==> src/rtl/dcfr_defines.svh <==
`ifndef DCFR_DEFINES_SVH
`define DCFR_DEFINES_SVH

// Register offsets on the serial link.
`define DCFR_SWITCH_CTRL_OFFSET 1'h0
`define DCFR_FAULT_READOUT_OFFSET 1'h1

// Reset values.
`define DCFR_SWITCH_CTRL_RESET 8'h00
`define DCFR_FAULT_READOUT_RESET 24'h000000

// Field positions inside the fault readout word.
`define DCFR_OC_MSB 23
`define DCFR_OC_LSB 16
`define DCFR_OS_MSB 15
`define DCFR_OS_LSB 8
`define DCFR_RSVD_BIT 7
`define DCFR_TSD_BIT 6
`define DCFR_CRC_MSB 5
`define DCFR_CRC_LSB 0

// Checksum polynomial and widths.
`define DCFR_CRC_POLY 7'h43
`define DCFR_CRC_WIDTH 6
`define DCFR_CHAN_COUNT 8
`define DCFR_READOUT_WIDTH 24

`endif

==> src/rtl/dcfr_pkg.sv <==
`include "dcfr_defines.svh"

package dcfr_pkg;
    typedef logic [`DCFR_CHAN_COUNT-1:0] dcfr_chan_t;
    typedef logic [`DCFR_READOUT_WIDTH-1:0] dcfr_word_t;
    typedef logic [`DCFR_CRC_WIDTH-1:0] dcfr_crc_t;
endpackage : dcfr_pkg

==> src/rtl/dcfr_crc6.sv <==
`timescale 1ns/1ps
`default_nettype none
`include "dcfr_defines.svh"

module dcfr_crc6
    import dcfr_pkg::*;
(
    input wire dcfr_chan_t data_i,
    output dcfr_crc_t crc_o
);

    // Divides the data with six appended zeros by the polynomial.
    function automatic dcfr_crc_t crc_calc(input dcfr_chan_t d);
        logic [13:0] rem;
        logic [13:0] poly_w;
        rem = {d, 6'h00};
        poly_w = {7'h00, `DCFR_CRC_POLY};
        for (int i = 13; i >= 6; i--) begin
            if (rem[i]) begin
                rem = rem ^ (poly_w << (i - 6));
            end
        end
        return rem[5:0];
    endfunction : crc_calc

    assign crc_o = crc_calc(data_i);

endmodule : dcfr_crc6
`default_nettype wire

==> src/rtl/dcfr_regs.sv <==
`timescale 1ns/1ps
`default_nettype none
`include "dcfr_defines.svh"

// How it works
// - A 1 in a configuration bit turns that channel's switch on, 0 off.
// - Configuration bit n drives channel n; the register cannot be read.
// - Reset clears configuration and every fault flag to zero.
// - Readout bits 23 to 16 are overcurrent flags, channel seven down to zero.
// - Readout bits 15 to 8 are open-or-short flags, channel seven down to zero.
// - Fault flags stay set until read out, then hold only the faults still detected at the latch edge.
// - Configuration sits at offset 0, fault readout at offset 1.
// - Readout bit 6 is a read-to-clear thermal flag; bit 7 is reserved.
// - Readout bits 5 to 0 carry a checksum of the configuration value.
// - Checksum is eight bits plus six zeros modulo polynomial 1000011.
// - Latch edge loads readout MSB first; each shift falling edge moves one bit.
module dcfr_regs
    import dcfr_pkg::*;
(
    input wire logic clock_i,
    input wire logic rst_i,
    input wire logic shift_clock_i,
    input wire logic latch_clock_i,
    input wire logic serial_input_i,
    input wire logic [`DCFR_CHAN_COUNT-1:0] overcurrent_detect_i,
    input wire logic [`DCFR_CHAN_COUNT-1:0] open_short_detect_i,
    input wire logic thermal_detect_i,
    output logic serial_output_o,
    output logic [`DCFR_CHAN_COUNT-1:0] channel_switch_o
);

    // Pin synchronisers: stage one feeds stage two; the shift and latch clocks add a third stage for edge detection.
    logic [2:0] sclk_sync_reg;
    logic [2:0] lclk_sync_reg;
    logic [1:0] sdi_sync_reg;
    dcfr_chan_t oc_sync1_reg;
    dcfr_chan_t oc_sync2_reg;
    dcfr_chan_t os_sync1_reg;
    dcfr_chan_t os_sync2_reg;
    logic [1:0] tsd_sync_reg;

    always_ff @(posedge clock_i or posedge rst_i) begin
        if (rst_i) begin
            sclk_sync_reg <= 3'h0;
            lclk_sync_reg <= 3'h0;
            sdi_sync_reg <= 2'h0;
            oc_sync1_reg <= 8'h00;
            oc_sync2_reg <= 8'h00;
            os_sync1_reg <= 8'h00;
            os_sync2_reg <= 8'h00;
            tsd_sync_reg <= 2'h0;
        end else begin
            sclk_sync_reg <= {sclk_sync_reg[1:0], shift_clock_i};
            lclk_sync_reg <= {lclk_sync_reg[1:0], latch_clock_i};
            sdi_sync_reg <= {sdi_sync_reg[0], serial_input_i};
            oc_sync1_reg <= overcurrent_detect_i;
            oc_sync2_reg <= oc_sync1_reg;
            os_sync1_reg <= open_short_detect_i;
            os_sync2_reg <= os_sync1_reg;
            tsd_sync_reg <= {tsd_sync_reg[0], thermal_detect_i};
        end
    end

    logic shift_rise;
    logic shift_fall;
    logic latch_rise;
    assign shift_rise = sclk_sync_reg[1] & ~sclk_sync_reg[2];
    assign shift_fall = ~sclk_sync_reg[1] & sclk_sync_reg[2];
    assign latch_rise = lclk_sync_reg[1] & ~lclk_sync_reg[2];

    // Input shift chain, loaded on shift clock rising edges.
    dcfr_chan_t in_shift_reg;
    always_ff @(posedge clock_i or posedge rst_i) begin
        if (rst_i) begin
            in_shift_reg <= `DCFR_SWITCH_CTRL_RESET;
        end else if (shift_rise) begin
            in_shift_reg <= {in_shift_reg[6:0], sdi_sync_reg[1]};
        end
    end

    // Switch control register, write-only, loaded on the latch edge.
    dcfr_chan_t switch_ctrl_reg;
    always_ff @(posedge clock_i or posedge rst_i) begin
        if (rst_i) begin
            switch_ctrl_reg <= `DCFR_SWITCH_CTRL_RESET;
        end else if (latch_rise) begin
            switch_ctrl_reg <= in_shift_reg;
        end
    end

    // Channel n follows bit n; thermal shutdown forces every switch open.
    always_ff @(posedge clock_i or posedge rst_i) begin
        if (rst_i) begin
            channel_switch_o <= 8'h00;
        end else begin
            channel_switch_o <= switch_ctrl_reg & {8{~tsd_sync_reg[1]}};
        end
    end

    // Sticky fault flags; a new detection wins over the clearing read.
    dcfr_chan_t oc_set;
    dcfr_chan_t os_set;
    logic tsd_set;
    dcfr_chan_t oc_flags_reg;
    dcfr_chan_t os_flags_reg;
    logic tsd_flag_reg;
    assign oc_set = oc_sync2_reg & switch_ctrl_reg;
    assign os_set = os_sync2_reg & switch_ctrl_reg;
    assign tsd_set = tsd_sync_reg[1];

    always_ff @(posedge clock_i or posedge rst_i) begin
        if (rst_i) begin
            oc_flags_reg <= 8'h00;
            os_flags_reg <= 8'h00;
            tsd_flag_reg <= 1'b0;
        end else if (latch_rise) begin
            oc_flags_reg <= oc_set;
            os_flags_reg <= os_set;
            tsd_flag_reg <= tsd_set;
        end else begin
            oc_flags_reg <= oc_flags_reg | oc_set;
            os_flags_reg <= os_flags_reg | os_set;
            tsd_flag_reg <= tsd_flag_reg | tsd_set;
        end
    end

    dcfr_crc_t crc_value;
    dcfr_crc6 u_crc (
        .data_i(in_shift_reg),
        .crc_o(crc_value)
    );

    // Readout word assembled at the latch edge.
    dcfr_word_t fault_word;
    always_comb begin
        fault_word = `DCFR_FAULT_READOUT_RESET;
        fault_word[`DCFR_OC_MSB:`DCFR_OC_LSB] = oc_flags_reg | oc_set;
        fault_word[`DCFR_OS_MSB:`DCFR_OS_LSB] = os_flags_reg | os_set;
        fault_word[`DCFR_RSVD_BIT] = 1'b0;
        fault_word[`DCFR_TSD_BIT] = tsd_flag_reg | tsd_set;
        fault_word[`DCFR_CRC_MSB:`DCFR_CRC_LSB] = crc_value;
    end

    // Output chain: MSB appears at the latch edge, shifts on falling edges.
    dcfr_word_t readout_reg;
    always_ff @(posedge clock_i or posedge rst_i) begin
        if (rst_i) begin
            readout_reg <= `DCFR_FAULT_READOUT_RESET;
        end else if (latch_rise) begin
            readout_reg <= fault_word;
        end else if (shift_fall) begin
            readout_reg <= {readout_reg[22:0], 1'b0};
        end
    end

    assign serial_output_o = readout_reg[23];

    reset_clear_a: assert property (@(posedge clock_i)
        $fell(rst_i) |-> (switch_ctrl_reg == 8'h00) && (oc_flags_reg == 8'h00)
            && (os_flags_reg == 8'h00) && !tsd_flag_reg)
        else $error("state not zero after reset");

    switch_follow_a: assert property (@(posedge clock_i) disable iff (rst_i)
        latch_rise && !tsd_sync_reg[1] ##1 !tsd_sync_reg[1]
            |=> channel_switch_o == $past(in_shift_reg, 2))
        else $error("switch does not follow latched bit");

    thermal_off_a: assert property (@(posedge clock_i) disable iff (rst_i)
        tsd_sync_reg[1] |=> channel_switch_o == 8'h00)
        else $error("switch on during thermal shutdown");

    oc_field_a: assert property (@(posedge clock_i) disable iff (rst_i)
        latch_rise |=> readout_reg[23:16] == $past(oc_flags_reg | oc_set))
        else $error("overcurrent field wrong");

    os_field_a: assert property (@(posedge clock_i) disable iff (rst_i)
        latch_rise |=> readout_reg[15:8] == $past(os_flags_reg | os_set))
        else $error("open short field wrong");

    flag_hold_a: assert property (@(posedge clock_i) disable iff (rst_i)
        !latch_rise |=> (oc_flags_reg & $past(oc_flags_reg)) == $past(oc_flags_reg)
            && (os_flags_reg & $past(os_flags_reg)) == $past(os_flags_reg))
        else $error("flag lost before read");

    read_clear_a: assert property (@(posedge clock_i) disable iff (rst_i)
        latch_rise && (oc_set == 8'h00) && (os_set == 8'h00) && !tsd_set
            |=> (oc_flags_reg == 8'h00) && (os_flags_reg == 8'h00) && !tsd_flag_reg)
        else $error("flag not cleared by read");

    status_byte_a: assert property (@(posedge clock_i) disable iff (rst_i)
        latch_rise |=> !readout_reg[7] && readout_reg[6] == $past(tsd_flag_reg | tsd_set))
        else $error("status bits wrong");

    crc_field_a: assert property (@(posedge clock_i) disable iff (rst_i)
        latch_rise |=> readout_reg[5:0] == $past(crc_value))
        else $error("checksum field wrong");

    crc_example_a: assert property (@(posedge clock_i) disable iff (rst_i)
        in_shift_reg == 8'hFF |-> crc_value == 6'h0D)
        else $error("checksum of FF is wrong");

    crc_single_a: assert property (@(posedge clock_i) disable iff (rst_i)
        in_shift_reg == 8'h01 |-> crc_value == 6'h03)
        else $error("checksum of 01 is wrong");

    serial_shift_a: assert property (@(posedge clock_i) disable iff (rst_i)
        shift_fall && !latch_rise |=> serial_output_o == $past(readout_reg[22]))
        else $error("serial output did not advance");

    refault_a: assert property (@(posedge clock_i) disable iff (rst_i)
        latch_rise ##1 (oc_set != 8'h00) |=> oc_flags_reg != 8'h00)
        else $error("flag not set again");

    read_oc_c: cover property (@(posedge clock_i) disable iff (rst_i)
        latch_rise && (oc_flags_reg != 8'h00));
    read_tsd_c: cover property (@(posedge clock_i) disable iff (rst_i)
        latch_rise && tsd_flag_reg);
    shift_out_c: cover property (@(posedge clock_i) disable iff (rst_i)
        shift_fall && serial_output_o);
    switch_on_c: cover property (@(posedge clock_i) disable iff (rst_i)
        channel_switch_o == 8'hFF);

endmodule : dcfr_regs
`default_nettype wire

==> config.mk <==
export PLATFORM = sky130hd
export DESIGN_NAME = dcfr_regs
export DESIGN_NICKNAME = d
export VERILOG_FILES = /design/src/rtl/dcfr_pkg.sv /design/src/rtl/dcfr_crc6.sv /design/src/rtl/dcfr_regs.sv
export VERILOG_INCLUDE_DIRS = /design/src /design/src/rtl
export SDC_FILE = /design/constraint.sdc
export NUM_CORES = 1
export LEC_CHECK = 0
export ABC_AREA = 1
export BUFFER_PORTS_ARGS = -buffer_cell sky130_fd_sc_hd__buf_2
export CORE_MARGIN = 2
export CORE_UTILIZATION = 45
export CTS_BUF_LIST = sky130_fd_sc_hd__clkbuf_16
export CTS_CLUSTER_SIZE = 12
export DETAILED_ROUTE_END_ITERATION = 8
export GPL_TIMING_DRIVEN = 0
export PLACE_DENSITY = 0.61
export SLEW_MARGIN = 30
export SYNTH_ARGS = -nofsm -noshare
export SYNTH_HDL_FRONTEND = slang
export SYNTH_HIERARCHICAL = 1
export SYNTH_SLANG_ARGS = --single-unit
==> constraint.sdc <==
create_clock -name clock_i -period 4.6 [get_ports clock_i]
set_input_delay 0.92 -clock clock_i [delete_from_list [all_inputs] [get_ports clock_i]]
set_output_delay 0.92 -clock clock_i [all_outputs]
set_load 0.05 [all_outputs]
Word-level counts from Yosys, hierarchy flattened
Cells that the tools add are included.
{ "op_classes": {"bitwise": 21, "mux": 13, "n_reduce_logical": 1} }
{ "ops": {"columns": ["cell", "n"], "rows": [
  ["24-bit 2-to-1 mux", 2],
  ["8-bit AND", 3],
  ["8-bit 2-to-1 mux", 3],
  ["2-bit inverter", 8],
  ["8-bit bitwise OR", 2],
  ["9-bit 2-to-1 mux", 1],
  ["7-bit 2-to-1 mux", 1],
  ["6-bit 2-to-1 mux", 1],
  ["5-bit 2-to-1 mux", 1],
  ["4-bit 2-to-1 mux", 1],
  ["1-bit inverter", 4],
  ["1-bit AND", 3],
  ["3-bit 2-to-1 mux", 1],
  ["2-bit 2-to-1 mux", 1],
  ["2-bit nonzero test", 1],
  ["1-bit 2-to-1 mux", 1],
  ["1-bit bitwise OR", 1]
]} }
{ "totals": {"elab_cells": 50, "ff_bits": 107} }

Longest topological paths before layout
Gate-level depths: netlist of the first run.
{ "depth": {"depth_word": 17, "depth_mapped": 10, "depth_no_buf": 10} }

Hierarchy
Netlist of the first run, hierarchy kept.
{ "modules_own_cells": {"columns": ["mod", "instances", "cells_per_inst", "area_each_um2"], "rows": [
  ["dcfr_regs", 1, 372, 3839.9],
  ["dcfr_crc6", 1, 42, 176.4]
]} }

Worst setup path after synthesis of the first run
No wires, ideal clock.
{ "synth_path": {"path_kind": "register to output", "startpoint": "register readout_reg[23]", "endpoint": "output serial_output_o", "arrival_time_ps": 600, "n_path_buf": 0, "stages_incl_launch_ff": 1, "required_time_ps": 3680, "path_slack_ps": 3080, "path_cell_list": "dfrtp_1"} }
{ "synth_rtl": {"columns": ["item", "line_no", "text"], "rows": [
  ["from (decl)", "dcfr_regs.sv:145", "dcfr_word_t readout_reg;"],
  ["from (signal assigned)", "dcfr_regs.sv:148", "readout_reg <= `DCFR_FAULT_READOUT_RESET;"],
  ["from (signal assigned)", "dcfr_regs.sv:150", "readout_reg <= fault_word;"],
  ["from (signal assigned)", "dcfr_regs.sv:152", "readout_reg <= {readout_reg[22:0], 1'b0};"],
  ["to (decl)", "dcfr_regs.sv:28", "output logic serial_output_o,"]
]} }
No word-level cell between the ends.

Worst setup path after layout of the first run
{ "layout_path": {"startpoint": "register readout_reg[23]", "endpoint": "output serial_output_o"} }
No word-level cell between the ends.

==> results of run 1 <==
-- worst max-delay path by stage --
stage                    startpoint             endpoint  slack, ps  cells after the start
finish              readout_reg[23]      serial_output_o       2710                      1
global route        readout_reg[23]      serial_output_o       2670                      1
CTS                 readout_reg[23]      serial_output_o       2690                      1
detailed placement            rst_i      in_shift_reg[6]       2980                      3
global placement              rst_i      os_sync2_reg[4]       -310                      2
floorplan                     rst_i  channel_switch_o[0]        860                      1
-- kinds of logic after synthesis --
| group | count (synthesis) |
|---|---|
| buf+inv | 61 |
| compound gates | 65 |
| xor+xnor | 2 |
| flops | 107 |
| simple gates | 179 |
-- cell type report --
cell class	instances	area (µm²)	area share (%)
multi-input cells	246	1060	22.8
well taps	108	135	2.91
clock inverters	7	82.6	1.78
clock buffers	9	225	4.85
repair buffers	31	178	3.83
flip-flops and latches	107	2680	57.7
plain buffers	13	100	2.16
inverters	48	185	3.99
-- worst reg2reg max path: stages (launching register included) --
cell,delay (ps)
dfrtp_1,410
inv_1,100
nand2_2,140
clkbuf_2,240
o21ai_0,180
nand2_1,80
nand2_1,70
-- Yosys cell counts --
| cell | number |
|---|---|
| nand2_1 | 152 |
| inv_1 | 43 |
| o21ai_0 | 32 |
| clkbuf_1 | 1 |
| xor2_1 | 2 |
| buf_2 | 4 |
| nand4_1 | 1 |
| nand2_4 | 2 |
| nand2_2 | 2 |
| o21ai_1 | 2 |
| nor2_1 | 12 |
| buf_6 | 5 |
| buf_4 | 2 |
| nand3b_1 | 1 |
| dfrtp_1 | 107 |
| nand3_1 | 8 |
| clkbuf_2 | 1 |
| nor2_4 | 1 |
| inv_2 | 5 |
| a21oi_1 | 31 |
-- layout by cell type (no fill, tap or decap) --
cell type / synthesis / final
buf_2: 4 / 34
inv_6: 0 / 4
buf_4: 2 / 2
nor2_4: 1 / 1
nand2_2: 2 / 2
nand3_1: 8 / 8
clkbuf_2: 1 / 1
clkinv_4: 0 / 3
clkbuf_1: 1 / 1
nand2_4: 2 / 2
nand3b_1: 1 / 1
inv_1: 43 / 42
a21oi_1: 31 / 31
buf_6: 5 / 5
xor2_1: 2 / 2
o21ai_0: 32 / 32
o21ai_1: 2 / 2
clkbuf_16: 0 / 9
nand4_1: 1 / 1
nor2_1: 12 / 12
bufinv_16: 0 / 1
buf_16: 0 / 1
nand2_1: 152 / 152
dfrtp_1: 107 / 107
inv_2: 5 / 5
-- report_power, final --
part           total [mW]  internal (mW)  switching [mW]
registers            1.17           1.08          0.0903
logic               0.343          0.121           0.223
clock network       0.781          0.431           0.350
total                2.29           1.63           0.663
-- metal layers --
metal,track usage (%),vias up,share of wire (%)
met4,4.43,0,1.0
met1,24.6,1312,49
met3,4.75,6,4.1
met2,26.8,39,46
met5,0,-,0
li1,-,1356,-
==> flow_summary.toml, run 1 <==
[run_status]
status = "finished, final reports clean"

[timing]
finalHoldViolCount = 0
rsz0062_at_grt = "false"
fin_ws_ps = 2710
timing.hold.ws_ps = 349
fin_tns_setup_ps = 0
max_freq_mhz = 530
slew_viol_final = 0
post-route-min-period_ps = 1890
setup_viol = 0
worstMarginPinSlew_ps = 657
period_share_pct = 41.1
relSlewSlack_pct = 56.2
clock_skew_ps = 8.60

[setup_path]
worst-path-max-fanout = 2
cp.arrival_ps = 970
cp.required_ps = 3680
cp-end-kind = "output port"
crit_type = "flop to output port"
reg2reg_slack_ps = 3330
crit_path_start_kind = "flop"
max_stage_delay_ps = 360
critPathTopFamily = "flip-flops"
critPathBufInv = 1
r2r_cells = 6
rr_startpoint = "sclk_sync_reg[1]"
slowest_stage = "dfrtp_1"
reg2reg_to = "readout_reg[15]"
crit_chain = "buf_2"

[route]
drt_wl_total_um = 7500
drt_iter0_markers = 87
drc = 0
postRouteAntennaNets = 0
via_per_inst = 4.77
wl_per_cell_um = 13.2
dr.pass1.iters = 4
num_vias = 2713

[power_and_ir_drop]
ir_worst_vdd_uv = 228
p_leak_nw = 2.39
finalPower_mw = 2.29
cellPowerDensity_mw_per_mm2 = 494

[global_route]
overflow = 0
track_usage_pct = 17.3
grt_max_degree = 67
grt_pass1_vias = 2692
grt_pass1_wl_um = 13200
antenna_found_initial = 0

[cts]
clock_latency_ps = 340
ctsHtreeMaxLevel = 3
postCtsHoldBufs = 0
cts_sinks = 107
ctsResizeCount = 0
cts-root-buf = "clkbuf_16"
cts_tree = "built"
tritoncts.num_buffers = 9
cts_buffer_depth = 2
post-cts-setup-buffer-count = 0
clk_pin_slew_ps = 70

[cells_and_area]
finalInstanceArea_mm2 = 0.00464
fin_util_pct = 53.5
largest_register_ff_count = 24
drive_above_1_share_pct = 15.2
stdcell_count = 569
area_growth_syn_to_layout_pct = 15.6
diodes = 0
fillers = 805
finalNetCount = 478

[floorplan]
die_area_mm2 = 0.00970
core_area_mm2 = 0.00868
die_x_um = 98.5
start_util_pct = 46.3
die_height_um = 98.5
num_io_pins = 31
core.rowCount = 34

[synth]
synth_cell_types = 20
seq_area_frac_synth_pct = 66.7
synthXorXnorAreaFrac_pct = 0.436
syn_inst = 414
synth.area.top_cells = "dfrtp_1 67%, nand2_1 14%, inv_1 4.0%, o21ai_0 4.0%, a21oi_1 3.9%"
muxShareOfSynthArea_pct = 0
synth_top_family_by_area = "simple AND/OR/NAND/NOR gates"
syn_area_mm2 = 0.00402
ys_warn_count = 6
ys_ff_latch = 107
synth_largest_area_cell = "dfrtp_1"
synth_compound_area_share_pct = 8.10
synthAdderAreaFrac_pct = 0
syn_avg_cell_area_um2 = 9.70
synth_nets = 436
yosys.area.top_type_share_pct = 66.7
yosys.area_share.simple_pct = 17.8

[place]
placed_cell_area_mm2 = 0.00433
gp_congestion = 0.801
hpwl_um = 4880
place_inst = 553
pre_cts_slack_ps = 2980
port_buffers = 30

[job]
max_cap_violations = 0

[min_path]
hold_path_depth = 0
min_from = "tsd_sync_reg[0]"
hold_end = "tsd_sync_reg[1]"
min_path_type = "flop to flop"
(Power assumes the default switching activity.)
==> run 2: changes to the inputs <==
--- a/config.mk
+++ b/config.mk
@@ -6,7 +6,7 @@
 export SDC_FILE = /design/constraint.sdc
 export NUM_CORES = 1
 export LEC_CHECK = 0
-export ABC_AREA = 1
+export ABC_AREA = 0
 export BUFFER_PORTS_ARGS = -buffer_cell sky130_fd_sc_hd__buf_2
 export CORE_MARGIN = 2
 export CORE_UTILIZATION = 45
==> constraint.sdc (replaced) <==
create_clock -name clock_i -period 1.9 [get_ports clock_i]
set_input_delay 0.38 -clock clock_i [delete_from_list [all_inputs] [get_ports clock_i]]
set_output_delay 0.38 -clock clock_i [all_outputs]
set_load 0.05 [all_outputs]
==> run 2 against run 1 <==
Against the previous run:
- wire length shrank 10%
- critical path depth grew 4
- via count shrank 16%
- critical path type is now flop to flop
- highest routed layer unchanged
==> flow_summary.toml, run 2 <==
[run_status]
status = "finished, final reports clean"

[synth]
synth_cell_types = 21
synth_nets = 311
synth-edff-count = 0
yosys.area.top_type_share_pct = 71.6
yosys-top-cells-count = "107 x dfrtp_1, 72 x nand2_1, 22 x a31oi_1, 16 x a211oi_1, 16 x a22o_1"
synth-async-reset-ratio_pct = 100
syn_inst = 289
syn_area_mm2 = 0.00374
ys.flop_type = "dfrtp_1"
synth.area.top_cells = "dfrtp_1 72%, nand2_1 7.2%, a22o_1 3.7%, a31oi_1 3.7%, a211oi_1 3.2%"
seq_area_frac_synth_pct = 71.6
syn_avg_cell_area_um2 = 12.9
ys_ff_latch = 107
ys_warn_count = 6
synth_largest_area_cell = "dfrtp_1"
synth.most_common_cell = "dfrtp_1"

[power_and_ir_drop]
swShare_pct = 28.3
p_leak_nw = 2.05
seqPwrFrac_pct = 53.3
cellPowerDensity_mw_per_mm2 = 1350
intPower_mw = 4.26
ir_worst_vdd_uv = 516
p_comb_share_pct = 16.8
clkPwrFrac_pct = 29.9
power_switching_mw = 1.68

[timing]
setup_viol = 0
fin_tns_setup_ps = 0
clock_skew_ps = 6.05
relSlewSlack_pct = 70.9
period_share_pct = 70.9
fin_ws_ps = 553
finalHoldViolCount = 0
rsz0062_at_grt = "false"
slew_viol_final = 0
worstMarginPinSlew_ps = 436
timing.hold.ws_ps = 42.9
post-route-min-period_ps = 1350
max_freq_mhz = 743

[route]
drc = 0
num_vias = 2278
via_per_inst = 5.13
dr.pass1.iters = 5
drt_iter0_markers = 113
postRouteAntennaNets = 0
wl_per_cell_um = 15.2
drt_wl_total_um = 6730

[setup_path]
critPathBufInv = 2
reg2reg_to = "readout_reg[19]"
crit_path_start_kind = "flop"
worst-path-max-fanout = 10
reg2reg_slack_ps = 550
max_stage_delay_ps = 370
critPathTopFamily = "flip-flops"
cp.arrival_ps = 1540
crit_type = "flop to flop"
crit_chain = "nand2b_1 > buf_2 > buf_2 > a211oi_1 > a31oi_1"
cp_common_cell = "buf_2"
slowest_stage = "dfrtp_1"
rr_startpoint = "lclk_sync_reg[2]"
cp-end-kind = "flop"
cp.required_ps = 2090
r2r_cells = 5

[cells_and_area]
finalInstanceArea_mm2 = 0.00440
largest_register_ff_count = 24
area_growth_syn_to_layout_pct = 17.6
finalNetCount = 356
most-common-layout-cells = "107 x dfrtp_1, 72 x nand2_1, 39 x buf_2"
drive_above_1_share_pct = 20.6
final_common_cell = "dfrtp_1"
diodes = 0

[cts]
ctsHtreeMaxLevel = 3
post-cts-setup-buffer-count = 0
cts_tree = "built"
ctsResizeCount = 0
cts_buffer_depth = 2
clk_pin_slew_ps = 70
postCtsHoldBufs = 0
cts_sinks = 107
clock_latency_ps = 340
cts-root-buf = "clkbuf_16"
tritoncts.num_buffers = 9

[global_route]
overflow = 0
antenna_found_initial = 0
track_usage_pct = 17.0
grt_pass1_wl_um = 11400
grt_max_degree = 27
grt_pass1_vias = 2243

[place]
hpwl_um = 4600
placed_cell_area_mm2 = 0.00411
pre_cts_slack_ps = 519
gp_congestion = 0.749
port_buffers = 30

[floorplan]
num_io_pins = 31
die_height_um = 95.2
start_util_pct = 46.0
core_area_mm2 = 0.00813
core.rowCount = 33
die_x_um = 95.2
die_area_mm2 = 0.00906

[job]
max_cap_violations = 0

[min_path]
min_path_type = "primary input to asynchronous set/reset pin"
## run 2: metal layers
layer  global-route usage (%)  up-vias  share of wire, %
met5                        0        -                 0
met4                     6.64        0               1.4
met3                     4.27        8               3.5
met2                     27.1       40                49
met1                     22.4     1155                46
li1                         -     1075                 -
## run 2: metrics by stage
stage,total power [mW],utilization [%],std cells
after global routing,6.29,54.1,444
after floorplan,3.90,-,289
after global placement,4.15,49.5,424
final,5.94,54.1,444
after detailed placement,4.22,50.6,428
after CTS,6.02,54.1,444
## run 2: area by class of cell
class / count / area (µm²)
fillers: 699 / 3730
flip-flops and latches: 107 / 2680
multi-input cells: 166 / 977
repair buffers: 34 / 238
clock buffers: 9 / 225
well taps: 105 / 131
plain buffers: 15 / 82.6
clock inverters: 7 / 61.3
inverters: 1 / 7.51
## run 2: worst max path at each step
| stage | end | slack, ps | cells after the start | start |
|---|---|---|---|---|
| after detailed placement | readout_reg[14] | 520 | 5 | lclk_sync_reg[2] |
| after global routing | readout_reg[11] | 430 | 5 | lclk_sync_reg[2] |
| after CTS | readout_reg[14] | 530 | 5 | lclk_sync_reg[2] |
| after global placement | sdi_sync_reg[0] | -420 | 2 | rst_i |
| final | readout_reg[19] | 550 | 5 | lclk_sync_reg[2] |
| after floorplan | channel_switch_o[0] | 230 | 1 | rst_i |
## run 2: kinds of logic (layout without fill, tap and decap cells)
logic type             after synthesis  in the layout  synth area share, %
AO/OA/AOI/OAI                       56             56                 11.0
XOR/XNOR                            10             10                 2.54
buffers and inverters               16             66                 2.31
flip-flops                         107            107                 71.6
multiplexers                         8              8                 2.41
AND/OR/NAND/NOR                     92             92                 10.2
## run 2: power groups by stage
stage	sequential (mW)	combinational [mW]	clock (mW)
after floorplan	3.21	0.685	0
after CTS	3.17	1.02	1.83
after detailed placement	3.20	1.01	0
final	3.17	0.998	1.78
after global placement	3.19	0.958	0
after global routing	3.24	1.12	1.93
==> run 3: changes to the inputs <==
--- a/config.mk
+++ b/config.mk
@@ -14,7 +14,7 @@
 export CTS_CLUSTER_SIZE = 12
 export DETAILED_ROUTE_END_ITERATION = 8
 export GPL_TIMING_DRIVEN = 0
-export PLACE_DENSITY = 0.61
+export PLACE_DENSITY = 0.63
 export SLEW_MARGIN = 30
 export SYNTH_ARGS = -nofsm -noshare
 export SYNTH_HDL_FRONTEND = slang
==> constraint.sdc (replaced) <==
create_clock -name clock_i -period 1.2 [get_ports clock_i]
set_input_delay 0.24 -clock clock_i [delete_from_list [all_inputs] [get_ports clock_i]]
set_output_delay 0.24 -clock clock_i [all_outputs]
set_load 0.05 [all_outputs]
==> run 3 against run 2 <==
Against the previous run:
- the run now ends with setup timing left
- core utilization increased by 5.4 points
- cell area increased by 10%
- sequential power increased by 62%
- non-clock buffer count increased by 24
- clock skew increased by 2.8 ps
- final cell count increased by 5.4%
- critical path type unchanged
- largest power group unchanged
- highest routed layer unchanged
==> flow_summary.toml, run 3 (same netlist as run 2, synthesis figures left out) <==
[global_route]
grt_pass1_vias = 2323
antenna_found_initial = 0
grt_pass1_wl_um = 12000
overflow = 0
track_usage_pct = 17.8
grt_max_degree = 29

[timing]
max_freq_mhz = 832
post-route-min-period_ps = 1200
slew_viol_final = 0
worstMarginPinSlew_ps = 430
setup_viol = 1
fin_ws_ps = -1.93
timing.hold.ws_ps = 8.75
fin_tns_setup_ps = -1.93
relSlewSlack_pct = 71.3
finalHoldViolCount = 0
rsz0062_at_grt = "true"
period_share_pct = 100
clock_skew_ps = 8.81

[setup_path]
critPathBufInv = 2
cp.required_ps = 1460
cp_common_cell = "buf_4"
worst-path-max-fanout = 5
rr_startpoint = "sclk_sync_reg[1]"
max_stage_delay_ps = 400
reg2reg_to = "readout_reg[21]"
critPathTopFamily = "flip-flops"
reg2reg_slack_ps = -2
crit_type = "flop to flop"
crit_path_start_kind = "flop"
cp.arrival_ps = 1460
crit_chain = "and2b_2 > buf_4 > buf_4 > nand2_1 > a31oi_1"
cp-end-kind = "flop"
slowest_stage = "dfrtp_1"
r2r_cells = 5

[run_status]
status = "finished, violations left"
violations = "setup timing"

[route]
num_vias = 2402
drc = 0
postRouteAntennaNets = 0
drt_iter0_markers = 109
drt_wl_total_um = 7180
via_per_inst = 5.13
dr.pass1.iters = 4
wl_per_cell_um = 15.3

[power_and_ir_drop]
ir_worst_vdd_uv = 779
p_leak_nw = 2.24
cellPowerDensity_mw_per_mm2 = 2050
finalPower_mw = 9.92

[cts]
cts_tree = "built"
ctsHtreeMaxLevel = 3
cts_buffer_depth = 2
cts_sinks = 107
tritoncts.num_buffers = 9
cts-root-buf = "clkbuf_16"
clock_latency_ps = 340
clk_pin_slew_ps = 70

[floorplan]
die_x_um = 95.2
num_io_pins = 31
die_height_um = 95.2
start_util_pct = 46.0
core_area_mm2 = 0.00813
core.rowCount = 33
die_area_mm2 = 0.00906

[place]
pre_cts_slack_ps = -152
hpwl_um = 4690
port_buffers = 30
placed_cell_area_mm2 = 0.00412
gp_congestion = 0.780
place_inst = 428

[cells_and_area]
finalInstanceArea_mm2 = 0.00484
final_common_cell = "dfrtp_1"
multiInputGateArea_mm2 = 0.00108
area_growth_syn_to_layout_pct = 29.4
stdcell_count = 468
largest_register_ff_count = 24
diodes = 0
drive_above_1_share_pct = 26.7
fillers = 637
fin_util_pct = 59.5
final-seq-area_mm2 = 0.00268
most-common-layout-cells = "107 x dfrtp_1, 72 x nand2_1, 29 x buf_2"
finalNetCount = 380

[min_path]
min_from = "overcurrent_detect_i[5]"
hold_path_depth = 1
min_path_type = "primary input to flop"
hold_end = "oc_sync1_reg[5]"

[job]
max_cap_violations = 0
run 3: changes by cell type in the layout (fill, tap and decap cells not counted), sizes merged:
cell         before  now
buf              47   49
bufinv            1    2
clkbuf           11   15
clkinv            2    4
clkinvlp          3    1
dlygate4sd3       0   18
inv               2    1
run 3: worst register-to-register path, cell delays in order, from the launching register on:
cell and delay, ps:
dfrtp_1 400, and2b_2 290, buf_4 130, buf_4 90, nand2_1 50, a31oi_1 170
run 3: power by group:
part | leakage (nW) | internal [mW] | switching [mW]
combinational | 0.800 | 0.917 | 0.820
sequential | 1.28 | 4.37 | 0.763
clock | 0.160 | 1.81 | 1.24
run 3: how the worst max path moves through the flow:
stage / end / slack, ps / from / depth (start not counted)
finish: readout_reg[21] / -2 / sclk_sync_reg[1] / 5
global route: readout_reg[21] / -80 / sclk_sync_reg[1] / 5
CTS: readout_reg[23] / -7 / lclk_sync_reg[2] / 5
detailed placement: readout_reg[13] / -150 / lclk_sync_reg[2] / 5
global placement: os_sync1_reg[0] / -970 / rst_i / 2
floorplan: channel_switch_o[0] / -330 / rst_i / 1
run 3: cell type report:
| type | instances | area share, % |
|---|---|---|
| plain buffers | 15 | 3.26 |
| clock buffers | 9 | 4.65 |
| repair buffers | 58 | 9.95 |
| inverters | 1 | 0.155 |
| flip-flops and latches | 107 | 55.3 |
| well taps | 105 | 2.71 |
| multi-input cells | 166 | 22.2 |
| clock inverters | 7 | 1.73 |
run 3: metal layers:
layer  part of all wire, %  global-route usage [%]
met2                    51                    28.3
met1                    44                    23.8
met5                     0                       0
met4                   1.4                    5.43
met3                   3.5                    5.06
run 3: what timing repair did:
item / in CTS / in global routing
pin swaps: 2 / 3
endpoints found under the hold margin: 28 / 3
gates resized for setup: 30 / 19
gates cloned: 0 / 0
hold buffers: 15 / 3
setup buffers: 0 / 6
endpoints found under the setup margin: 24 / 84
